**config.mk**
```make
export PLATFORM = sky130hd
export DESIGN_NAME = pls_phy_led_status_driver
export DESIGN_NICKNAME = d
export VERILOG_FILES = /design/src/core/pls_pkg.sv /design/src/core/pls_phy_led_status_driver.sv
export VERILOG_INCLUDE_DIRS = /design/src /design/src/core
export SDC_FILE = /design/constraint.sdc
export NUM_CORES = 1
export LEC_CHECK = 0
export BUFFER_PORTS_ARGS = -buffer_cell sky130_fd_sc_hd__clkbuf_2
export CAP_MARGIN = 20
export CORE_MARGIN = 2
export CORE_UTILIZATION = 35
export DETAILED_ROUTE_END_ITERATION = 12
export PLACE_DENSITY_LB_ADDON = 0.05
export SETUP_SLACK_MARGIN = 0.02
export SLEW_MARGIN = 10
export SYNTH_ARGS = -nofsm -noshare
export SYNTH_HDL_FRONTEND = slang
export SYNTH_HIERARCHICAL = 1
export SYNTH_SLANG_ARGS = --single-unit
```
**constraint.sdc**
```tcl
create_clock -name ref_clk -period 4.75 [get_ports ref_clk]
set_input_delay 1.425 -clock ref_clk [delete_from_list [all_inputs] [get_ports ref_clk]]
set_output_delay 1.425 -clock ref_clk [all_outputs]
set_load 0.005 [all_outputs]
```
**src/core/pls_defs.svh**
```systemverilog
`ifndef PLS_DEFS_SVH
`define PLS_DEFS_SVH

// ****************************************
// Function codes
// ****************************************
`define PLS_FN_LINK_ANY    4'h0
`define PLS_FN_LINK_1000   4'h1
`define PLS_FN_LINK_100    4'h2
`define PLS_FN_LINK_10     4'h3
`define PLS_FN_LINK_100_1G 4'h4
`define PLS_FN_LINK_10_1G  4'h5
`define PLS_FN_LINK_10_100 4'h6
`define PLS_FN_DUPLEX_COL  4'h8
`define PLS_FN_COLLISION   4'h9
`define PLS_FN_ACTIVITY    4'ha
`define PLS_FN_ANEG_FAULT  4'hc
`define PLS_FN_FORCE_OFF   4'he
`define PLS_FN_FORCE_ON    4'hf

// ****************************************
// Speed codes
// ****************************************
`define PLS_SPD_10   2'h0
`define PLS_SPD_100  2'h1
`define PLS_SPD_1000 2'h2

// ****************************************
// Timing
// ****************************************
`define PLS_CLK_HZ        25000000
`define PLS_BLINK_MHZ_MIN 2500
`define PLS_STRETCH_MS    50
`define PLS_DIM_HZ        5000
`define PLS_DIM_PCT       20
`define PLS_LIT           1'b0
`define PLS_DARK          1'b1

`endif

```
**src/core/pls_pkg.sv**
```systemverilog
package pls_pkg;
	typedef enum logic [1:0] {
		PLS_INDIVIDUAL = 2'b00,
		PLS_COLOUR     = 2'b01,
		PLS_ENHANCED   = 2'b10
	} pls_scheme_e;
endpackage

```
**src/core/pls_phy_led_status_driver.sv**
```systemverilog
// Function
// RQ1 - Scheme latched from strap and bit at reset
// RQ2 - Bit 1, strap high: individual scheme
// RQ3 - Bit 1, strap low: colour-code scheme
// RQ4 - Bit 0: enhanced scheme, strap ignored
// RQ5 - Individual: output b shows link
// RQ6 - Individual: output a blinks on activity
// RQ7 - Isolate darkens outputs in legacy schemes
// RQ8 - Power-down darkens outputs in all schemes
// RQ9 - Colour code: speed selects lit outputs
// RQ10 - Colour code: lit outputs toggle on activity
// RQ11 - Enhanced: each output has own function
// RQ12 - Code 0: link lit, activity toward dark
// RQ13 - Codes 1-6: code 0 on given speeds
// RQ14 - Code 8: full duplex lit, collisions blink
// RQ15 - Code 9: collision blinks toward lit
// RQ16 - Code 10: activity, optionally transmit only
// RQ17 - Code 12: lit on negotiation fault
// RQ18 - Code 14 dark, code 15 lit
// RQ19 - Blink rate or stretch length per output
// RQ20 - Dimming: 5 kHz, 20% duty when lit
// RQ21 - Reserved codes 7, 11, 13 dark
// RQ22 - Outputs active low
`timescale 1ns/1ps
`include "pls_defs.svh"

// ****************************************
// Event shaper: blink or pulse stretch
// ****************************************
module pls_event_shaper #(
	parameter int BASE_CYC = 5000000
) (
	input  wire logic       ref_clk,
	input  wire logic       rst,
	input  wire logic       evt,
	input  wire logic       stretchEn,
	input  wire logic [1:0] rate,
	output logic            shaped
);
	logic [31:0] cnt_q;
	logic [31:0] lenCyc;
	logic        phase_q;
	// Stretch length is twice the blink half period
	assign lenCyc = 32'(BASE_CYC >> rate) << stretchEn; // RQ19
	// Blink toggles each half period while events persist; stretch holds a period
	always_ff @(posedge ref_clk or posedge rst) begin
		if (rst) begin
			cnt_q   <= 32'h0;
			phase_q <= 1'b0;
		end else if (cnt_q != 32'h0) begin
			cnt_q <= cnt_q - 32'h1;
		end else if (evt || phase_q) begin
			cnt_q   <= lenCyc - 32'h1; // RQ19
			phase_q <= stretchEn ? evt : ~phase_q; // RQ19
		end
	end
	assign shaped = phase_q | (stretchEn & evt);
endmodule

// ****************************************
// Top
// ****************************************
module pls_phy_led_status_driver #(
	parameter int BLINK_HALF_CYC = `PLS_CLK_HZ / `PLS_BLINK_MHZ_MIN * 1000 / 2,
	parameter int STRETCH_CYC    = `PLS_CLK_HZ / 1000 * `PLS_STRETCH_MS * 8,
	parameter int DIM_CYC        = `PLS_CLK_HZ / `PLS_DIM_HZ
) (
	input  wire logic       ref_clk,
	input  wire logic       rst,
	input  wire logic       modeStrap,
	input  wire logic       legacy_scheme_select_bit,
	input  wire logic       isolate_bit,
	input  wire logic       powerDown,
	input  wire logic       linkUp,
	input  wire logic [1:0] linkSpeed,
	input  wire logic       fullDuplex,
	input  wire logic       rxActivity,
	input  wire logic       txActivity,
	input  wire logic       collision,
	input  wire logic       anegFault,
	input  wire logic [3:0] fnSelA,
	input  wire logic [3:0] fnSelB,
	input  wire logic [1:0] stretchEnable,
	input  wire logic [3:0] rateSel,
	input  wire logic       txOnlySelect,
	input  wire logic       dimEnable,
	output logic            indicator_out_a,
	output logic            indicator_out_b
);
	if (BLINK_HALF_CYC < 8 || STRETCH_CYC != 2 * BLINK_HALF_CYC || DIM_CYC < 5) begin : gBadParam
		$error("pls: timing parameters out of range");
	end

	// ****************************************
	// Strap synchroniser and scheme latch
	// ****************************************
	logic [1:0] strapSync_q;
	logic       latchDone_q;
	pls_pkg::pls_scheme_e scheme_q;
	always_ff @(posedge ref_clk or posedge rst) begin
		if (rst) strapSync_q <= 2'b00;
		else     strapSync_q <= {strapSync_q[0], modeStrap};
	end
	logic [1:0] cfgWait_q;
	always_ff @(posedge ref_clk or posedge rst) begin
		if (rst) begin
			cfgWait_q   <= 2'h0;
			latchDone_q <= 1'b0;
			scheme_q    <= pls_pkg::PLS_ENHANCED;
		end else if (!latchDone_q) begin
			cfgWait_q <= cfgWait_q + 2'h1;
			if (cfgWait_q == 2'h3) begin
				latchDone_q <= 1'b1; // RQ1
				if (!legacy_scheme_select_bit)
					scheme_q <= pls_pkg::PLS_ENHANCED; // RQ4
				else if (strapSync_q[1])
					scheme_q <= pls_pkg::PLS_INDIVIDUAL; // RQ2
				else
					scheme_q <= pls_pkg::PLS_COLOUR; // RQ3
			end
		end
	end

	// ****************************************
	// Input synchronisers
	// ****************************************
	localparam int NS = 10;
	logic [NS-1:0] raw;
	logic [NS-1:0] s1_q;
	logic [NS-1:0] s2_q;
	assign raw = {isolate_bit, powerDown, linkUp, linkSpeed, fullDuplex,
		rxActivity, txActivity, collision, anegFault};
	always_ff @(posedge ref_clk or posedge rst) begin
		if (rst) begin
			s1_q <= '0;
			s2_q <= '0;
		end else begin
			s1_q <= raw;
			s2_q <= s1_q;
		end
	end
	logic       iso, pdn, lnk, fdx, rxa, txa, act, col, anf;
	logic [1:0] spd;
	assign {iso, pdn, lnk, spd, fdx, rxa, txa, col, anf} = s2_q;
	assign act = rxa | txa;

	// ****************************************
	// Legacy blink
	// ****************************************
	logic legBlink;
	pls_event_shaper #(.BASE_CYC(BLINK_HALF_CYC)) uLegacy (
		.ref_clk  (ref_clk),
		.rst      (rst),
		.evt      (act & lnk),
		.stretchEn(1'b0),
		.rate     (2'h0),
		.shaped   (legBlink)
	);

	// ****************************************
	// Enhanced per-output shapers
	// ****************************************
	logic [1:0] actShaped, colShaped;
	logic [1:0] actEvt;
	// Transmit-only activity applies to the activity code alone
	assign actEvt[0] = (fnSelA == `PLS_FN_ACTIVITY && txOnlySelect) ? txa : act; // RQ16
	assign actEvt[1] = (fnSelB == `PLS_FN_ACTIVITY && txOnlySelect) ? txa : act; // RQ16
	for (genvar g = 0; g < 2; g++) begin : gShape
		pls_event_shaper #(.BASE_CYC(BLINK_HALF_CYC)) uAct (
			.ref_clk  (ref_clk),
			.rst      (rst),
			.evt      (actEvt[g]),
			.stretchEn(stretchEnable[g]),
			.rate     (rateSel[2*g +: 2]),
			.shaped   (actShaped[g])
		);
		pls_event_shaper #(.BASE_CYC(BLINK_HALF_CYC)) uCol (
			.ref_clk  (ref_clk),
			.rst      (rst),
			.evt      (col),
			.stretchEn(stretchEnable[g]),
			.rate     (rateSel[2*g +: 2]),
			.shaped   (colShaped[g])
		);
	end

	// Lit when true; index 0 is output a
	function automatic logic fnLit(input logic [3:0] fn, input logic a, input logic c);
		logic sp;
		sp = 1'b0;
		case (fn)
			`PLS_FN_LINK_ANY:    sp = 1'b1;
			`PLS_FN_LINK_1000:   sp = (spd == `PLS_SPD_1000);
			`PLS_FN_LINK_100:    sp = (spd == `PLS_SPD_100);
			`PLS_FN_LINK_10:     sp = (spd == `PLS_SPD_10);
			`PLS_FN_LINK_100_1G: sp = (spd != `PLS_SPD_10);
			`PLS_FN_LINK_10_1G:  sp = (spd != `PLS_SPD_100);
			`PLS_FN_LINK_10_100: sp = (spd != `PLS_SPD_1000);
			default:             sp = 1'b0;
		endcase
		case (fn)
			`PLS_FN_LINK_ANY, `PLS_FN_LINK_1000, `PLS_FN_LINK_100, `PLS_FN_LINK_10,
			`PLS_FN_LINK_100_1G, `PLS_FN_LINK_10_1G, `PLS_FN_LINK_10_100:
				fnLit = lnk & sp & ~a; // RQ12 RQ13
			`PLS_FN_DUPLEX_COL: fnLit = lnk & (fdx | c); // RQ14
			`PLS_FN_COLLISION:  fnLit = c; // RQ15
			`PLS_FN_ACTIVITY:   fnLit = a; // RQ16
			`PLS_FN_ANEG_FAULT: fnLit = anf; // RQ17
			`PLS_FN_FORCE_OFF:  fnLit = 1'b0; // RQ18
			`PLS_FN_FORCE_ON:   fnLit = 1'b1; // RQ18
			default:            fnLit = 1'b0; // RQ21
		endcase
	endfunction

	// ****************************************
	// Scheme mux
	// ****************************************
	logic litA, litB;
	logic bothOn, onlyA, onlyB;
	always_comb begin
		litA   = 1'b0;
		litB   = 1'b0;
		onlyB  = lnk & (spd == `PLS_SPD_1000);
		onlyA  = lnk & (spd == `PLS_SPD_100);
		bothOn = lnk & (spd == `PLS_SPD_10);
		case (scheme_q)
			pls_pkg::PLS_INDIVIDUAL: begin
				litB = lnk; // RQ5
				litA = legBlink; // RQ6
				if (iso) begin
					litA = 1'b0; // RQ7
					litB = 1'b0;
				end
			end
			pls_pkg::PLS_COLOUR: begin
				litB = (onlyB | bothOn) & ~legBlink; // RQ9 RQ10
				litA = (onlyA | bothOn) & ~legBlink; // RQ9 RQ10
				if (iso) begin
					litA = 1'b0; // RQ7
					litB = 1'b0;
				end
			end
			pls_pkg::PLS_ENHANCED: begin
				litA = fnLit(fnSelA, actShaped[0], colShaped[0]); // RQ11
				litB = fnLit(fnSelB, actShaped[1], colShaped[1]); // RQ11
			end
			default: begin
				litA = 1'b0;
				litB = 1'b0;
			end
		endcase
		if (pdn || !latchDone_q) begin
			litA = 1'b0; // RQ8
			litB = 1'b0;
		end
	end

	// ****************************************
	// Dimming
	// ****************************************
	logic [31:0] dimCnt_q;
	logic        dimOn;
	always_ff @(posedge ref_clk or posedge rst) begin
		if (rst)                                   dimCnt_q <= 32'h0;
		else if (dimCnt_q == 32'(DIM_CYC - 1))     dimCnt_q <= 32'h0;
		else                                       dimCnt_q <= dimCnt_q + 32'h1;
	end
	assign dimOn = dimCnt_q < 32'(DIM_CYC * `PLS_DIM_PCT / 100); // RQ20

	// ****************************************
	// Output registers
	// ****************************************
	always_ff @(posedge ref_clk or posedge rst) begin
		if (rst) begin
			indicator_out_a <= `PLS_DARK;
			indicator_out_b <= `PLS_DARK;
		end else begin
			indicator_out_a <= (litA & (~dimEnable | dimOn)) ? `PLS_LIT : `PLS_DARK; // RQ22 RQ20
			indicator_out_b <= (litB & (~dimEnable | dimOn)) ? `PLS_LIT : `PLS_DARK; // RQ22 RQ20
		end
	end

	// ****************************************
	// Assertions
	// ****************************************
	property p_pdnDark;
		@(posedge ref_clk) disable iff (rst)
		pdn |=> indicator_out_a && indicator_out_b;
	endproperty
	a_pdnDark: assert property (p_pdnDark) else $error("power-down not dark"); // RQ8

	property p_schemeHeld;
		@(posedge ref_clk) disable iff (rst)
		latchDone_q |=> $stable(scheme_q);
	endproperty
	a_schemeHeld: assert property (p_schemeHeld) else $error("scheme changed"); // RQ1

	property p_forceOn;
		@(posedge ref_clk) disable iff (rst)
		scheme_q == pls_pkg::PLS_ENHANCED && latchDone_q && !pdn && !dimEnable
			&& fnSelA == `PLS_FN_FORCE_ON |=> !indicator_out_a;
	endproperty
	a_forceOn: assert property (p_forceOn) else $error("force on failed"); // RQ18

	property p_reservedDark;
		@(posedge ref_clk) disable iff (rst)
		scheme_q == pls_pkg::PLS_ENHANCED && fnSelB == 4'h7 |=> indicator_out_b;
	endproperty
	a_reservedDark: assert property (p_reservedDark) else $error("reserved lit"); // RQ21

	property p_indivLink;
		@(posedge ref_clk) disable iff (rst)
		scheme_q == pls_pkg::PLS_INDIVIDUAL && latchDone_q && !pdn && !iso
			&& !dimEnable |=> indicator_out_b == !$past(lnk);
	endproperty
	a_indivLink: assert property (p_indivLink) else $error("link output wrong"); // RQ5

	property p_isoDark;
		@(posedge ref_clk) disable iff (rst)
		scheme_q != pls_pkg::PLS_ENHANCED && latchDone_q && iso
			|=> indicator_out_a && indicator_out_b;
	endproperty
	a_isoDark: assert property (p_isoDark) else $error("isolate not dark"); // RQ7
endmodule

```
==> run summary <==
The run finished with clean final reports. Ranked by total cell area, the synthesized netlist is headed by dfrtp_1 37%, nor2_1 3.4%, nor3_1 3.2%, nand2_1 3.0%, a21oi_1 2.8%. The clock latency on the worst-skew pair is 0.58 ns. The overall die area is 0.0444 mm², and the height of the chip is 211 µm. The floorplan step set the die width to 211 µm.

Setup repair after global routing left no endpoint under its margin. For the pin with the worst max-slew slack, the measured transition is 1.04 ns. The tools report the final setup violation count as 0. The master cell of the clock root buffer is clkbuf_16. In the routed layout, each cell is associated on average with a via count of 5.84. The clock passes through at most 3 buffers. The tools report the total detailed-routing wirelength as 45,600 µm.

Via count of the first global-routing pass: 13,000. CTS saw 226 sinks. Row generation in the floorplan step produced 75 rows. Yosys printed 6 warnings. In this run, the number of DRC markers left after iteration 0 of detailed routing was 994.

Of the cells placed in the final design, the portion with a size suffix greater than 1 is 11.9%. The total via count in the routed design is 13,200. After clock tree synthesis, the setup repair step added 0 buffers.

After synthesis, the netlist uses 70 different library cells. Dominant register cell in the synthesized netlist: dfrtp_1. Of all nets on the critical path, the largest fanout is 19. STA classifies the critical path startpoint as a flop. For the largest net degree at the start of global routing, the log shows 49. The clock transition at the registers of the reported paths was 0.06 ns.

In this run, synthesis produced a sequential element count of 226. Count of input and output buffers: 31. The largest individual stage delay along the critical path comes from the cell or4_1.

The run gives 4.08 ns as the arrival time at the worst endpoint. The logs give 0 for the final count of hold timing violations and 0 for the hold buffer count at CTS. IR analysis of the VDD net gives a maximum drop of 224 µV. The critical path goes through or4_1 > nor4_2 > nand3_2 > a32oi_2 > mux2_2 > a211oi_1. For this run, the top clock speed supported by timing is 277 MHz. The run gives 0 as the count of final max-slew check failures.

Sequential cells were found to cover 37.8% of the synthesized design area. The count of nets left with antenna violations after detail routing was 0; the leakage power was 6.96 nW. For the worst hold-check slack, the log shows 0.340 ns.

Counting flops with an async set or reset pin after synthesis yields a share of 100%. After detailed placement, the total cell area comes to 0.0157 mm². Of the post-synthesis cell area, the dominant cell type holds 37.3%. The post-route fraction of the period consumed by the critical path is 75.9%. TritonCTS created 29 clock buffers. In this run the standard cell core region covers 0.0420 mm².

Summed over all nets, the half-perimeter wirelength after detailed placement is 33,100 µm. The run gives 30.3% as the relative slew slack. Summed over all failing endpoints, the final setup total negative slack is 0 ns. Post-CTS repair changed the size of 0 cells. The finished cells cover 0.0166 mm². For this run, design rule violations remaining after detail routing come to 0.

Initial core utilization: 35.6%. Pin placement for this block handled 32 I/O pins. The synthesis-to-finish area growth was 11.2%; the setup clock skew after layout was 0.0141 ns. The first detailed-routing pass took 5 iterations. In this design, the stage delay of the slowest critical-path cell is 0.71 ns. The number of antenna diodes in the final layout is 0. The tools report the total number of H-tree levels as 1.

After detailed routing, the average wire length per cell comes to 20.1 µm. For this run, the post-layout net count is 1,769. Class of the worst hold path: reg -> reg. Global routing used 20.7% of the available tracks across all layers. Dividing total power by cell area gives a power density of 302 mW/mm².

The number of enable-type register cells in the synthesized netlist was 0. TritonCTS built the clock tree. The design draws 0.00502 W.

The dominant cell type by area after synthesis was dfrtp_1. The routed design could run at a clock period as short as 3.60 ns. Synthesis produced 1,662 cells. The average instance in the mapped netlist occupies 9.00 µm². The netlist area before placement was 0.0150 mm²; the data required time at the worst endpoint was 5.23 ns. For the routability congestion estimate, the log shows 0.853. Critical path class: reg -> reg. The total congestion overflow after global routing was 0. The critical path endpoint category was a flop. The wire length of the first global-routing pass came out at 74,200 µm. The initial antenna violation count is 0.

The tool flagged a number of max-cap violations equal to 0.
## logic make-up after synthesis
family	count (synthesis)	share of synthesized area (%)
AO/OA/AOI/OAI	372	18.0
XOR/XNOR	88	5.15
adder cells (fa/ha/maj)	32	2.68
buffers and inverters	127	4.01
flip-flops	226	37.8
multiplexers	26	1.83
other	1	0.0251
AND/OR/NAND/NOR	790	30.5
## flip-flops by register name (all words and copies together), names as in the netlist
register and count:
cfgWait_q 2, dimCnt_q 32, gShape.uAct/cnt_q 64, gShape.uAct/phase_q 2
gShape.uCol/cnt_q 64, gShape.uCol/phase_q 2, indicator_out_a 1, indicator_out_b 1
latchDone_q 1, s1_q 10, s2_q 10, scheme_q 2
strapSync_q 2, uLegacy/cnt_q 32, uLegacy/phase_q 1
## path summary, 6_finish.rpt
check                                                          from                                   to  slack, ns  cells past startpoint
worst max-delay path            gShape[1].uCol/cnt_q[9]$_DFFE_PP0P_  gShape[1].uCol/cnt_q[9]$_DFFE_PP0P_       1.15                      6
worst min register to register                    s1_q[8]$_DFF_PP0_                    s2_q[8]$_DFF_PP0_       0.34                      0
max in group asynchronous                                       rst               dimCnt_q[26]$_DFF_PP0_       2.88                      3
worst max register to register  gShape[1].uCol/cnt_q[9]$_DFFE_PP0P_  gShape[1].uCol/cnt_q[9]$_DFFE_PP0P_       1.15                      6
worst min-delay path                              s1_q[8]$_DFF_PP0_                    s2_q[8]$_DFF_PP0_       0.34                      0
min in group asynchronous                                       rst                    s2_q[1]$_DFF_PP0_       0.93                      2
## report_power, final
group,switching (W),internal [W]
Combinational,0.000408,0.000260
Sequential,0.000163,0.00205
Clock,0.000883,0.00125
Total,0.00146,0.00356
## worst max-delay path: cells and delay by family, from the launching register on
kind / cells / cell delay (ns)
AO/OA/AOI/OAI: 2 / 0.79
AND/OR/NAND/NOR: 3 / 1.89
multiplexers: 1 / 0.38
flip-flops: 1 / 0.44
## Yosys cell counts (10+ instances only)
library cell and instances:
o41ai_1 11, xor2_1 41, ha_1 32, nor2b_1 13
nand3_1 31, nor4_1 56, dfrtp_1 223, nand2_1 121
o31ai_1 20, mux2i_1 15, nand2b_1 54, or2_2 23
inv_1 65, or4_1 35, o211a_1 10, o21ai_0 48
mux2_2 11, a21oi_1 85, nand4_1 48, buf_6 10
nor2_1 137, a311oi_1 15, or4_4 10, or3_1 35
a21boi_0 10, buf_2 20, a31oi_1 44, nand4b_1 10
and3_1 40, nor3_1 97, o31a_1 12, a2111oi_0 10
clkbuf_1 21, xnor2_1 47, a211oi_1 26, and4_1 10
and2_1 10
## per-stage QoR
step | worst slack [ns] | utilization (%) | instances
2_1_floorplan | 1.58 | - | 1677
3_3_place_gp | 0.945 | 37.4 | 2214
3_5_place_dp | 0.906 | 37.4 | 2215
4_1_cts | 1.20 | 39.6 | 2268
5_1_grt | 0.864 | 39.6 | 2268
6_report | 1.15 | 39.6 | 2268
## routing by layer
metal  global-route usage, %  wire (µm)
met4                    4.74        925
met3                    3.26       2430
met1                    30.3      22100
met2                    31.9      20200
met5                       0          0
## layout make-up
class                   count  area [µm²]
inverters                  65         244
flip-flops and latches    226        5660
repair buffers             61         388
multi-input cells        1324        8750
clock buffers              44         832
fillers                  4296       25400
clock inverters             9        77.6
well taps                 539         674
## cells in the final DEF, fill, tap and decap left out, types with 35 or more instances in the layout
cell type | synthesis | routed
a31oi_1 | 44 | 44
nand2b_1 | 54 | 54
nor3_1 | 97 | 97
a21oi_1 | 85 | 85
or4_1 | 35 | 35
nor4_1 | 56 | 56
dfrtp_1 | 223 | 223
or3_1 | 35 | 35
nand4_1 | 48 | 48
nor2_1 | 137 | 137
and3_1 | 40 | 40
nand2_1 | 121 | 121
inv_1 | 65 | 64
xor2_1 | 41 | 41
o21ai_0 | 48 | 48
xnor2_1 | 47 | 47
(Power assumes the default switching activity.)
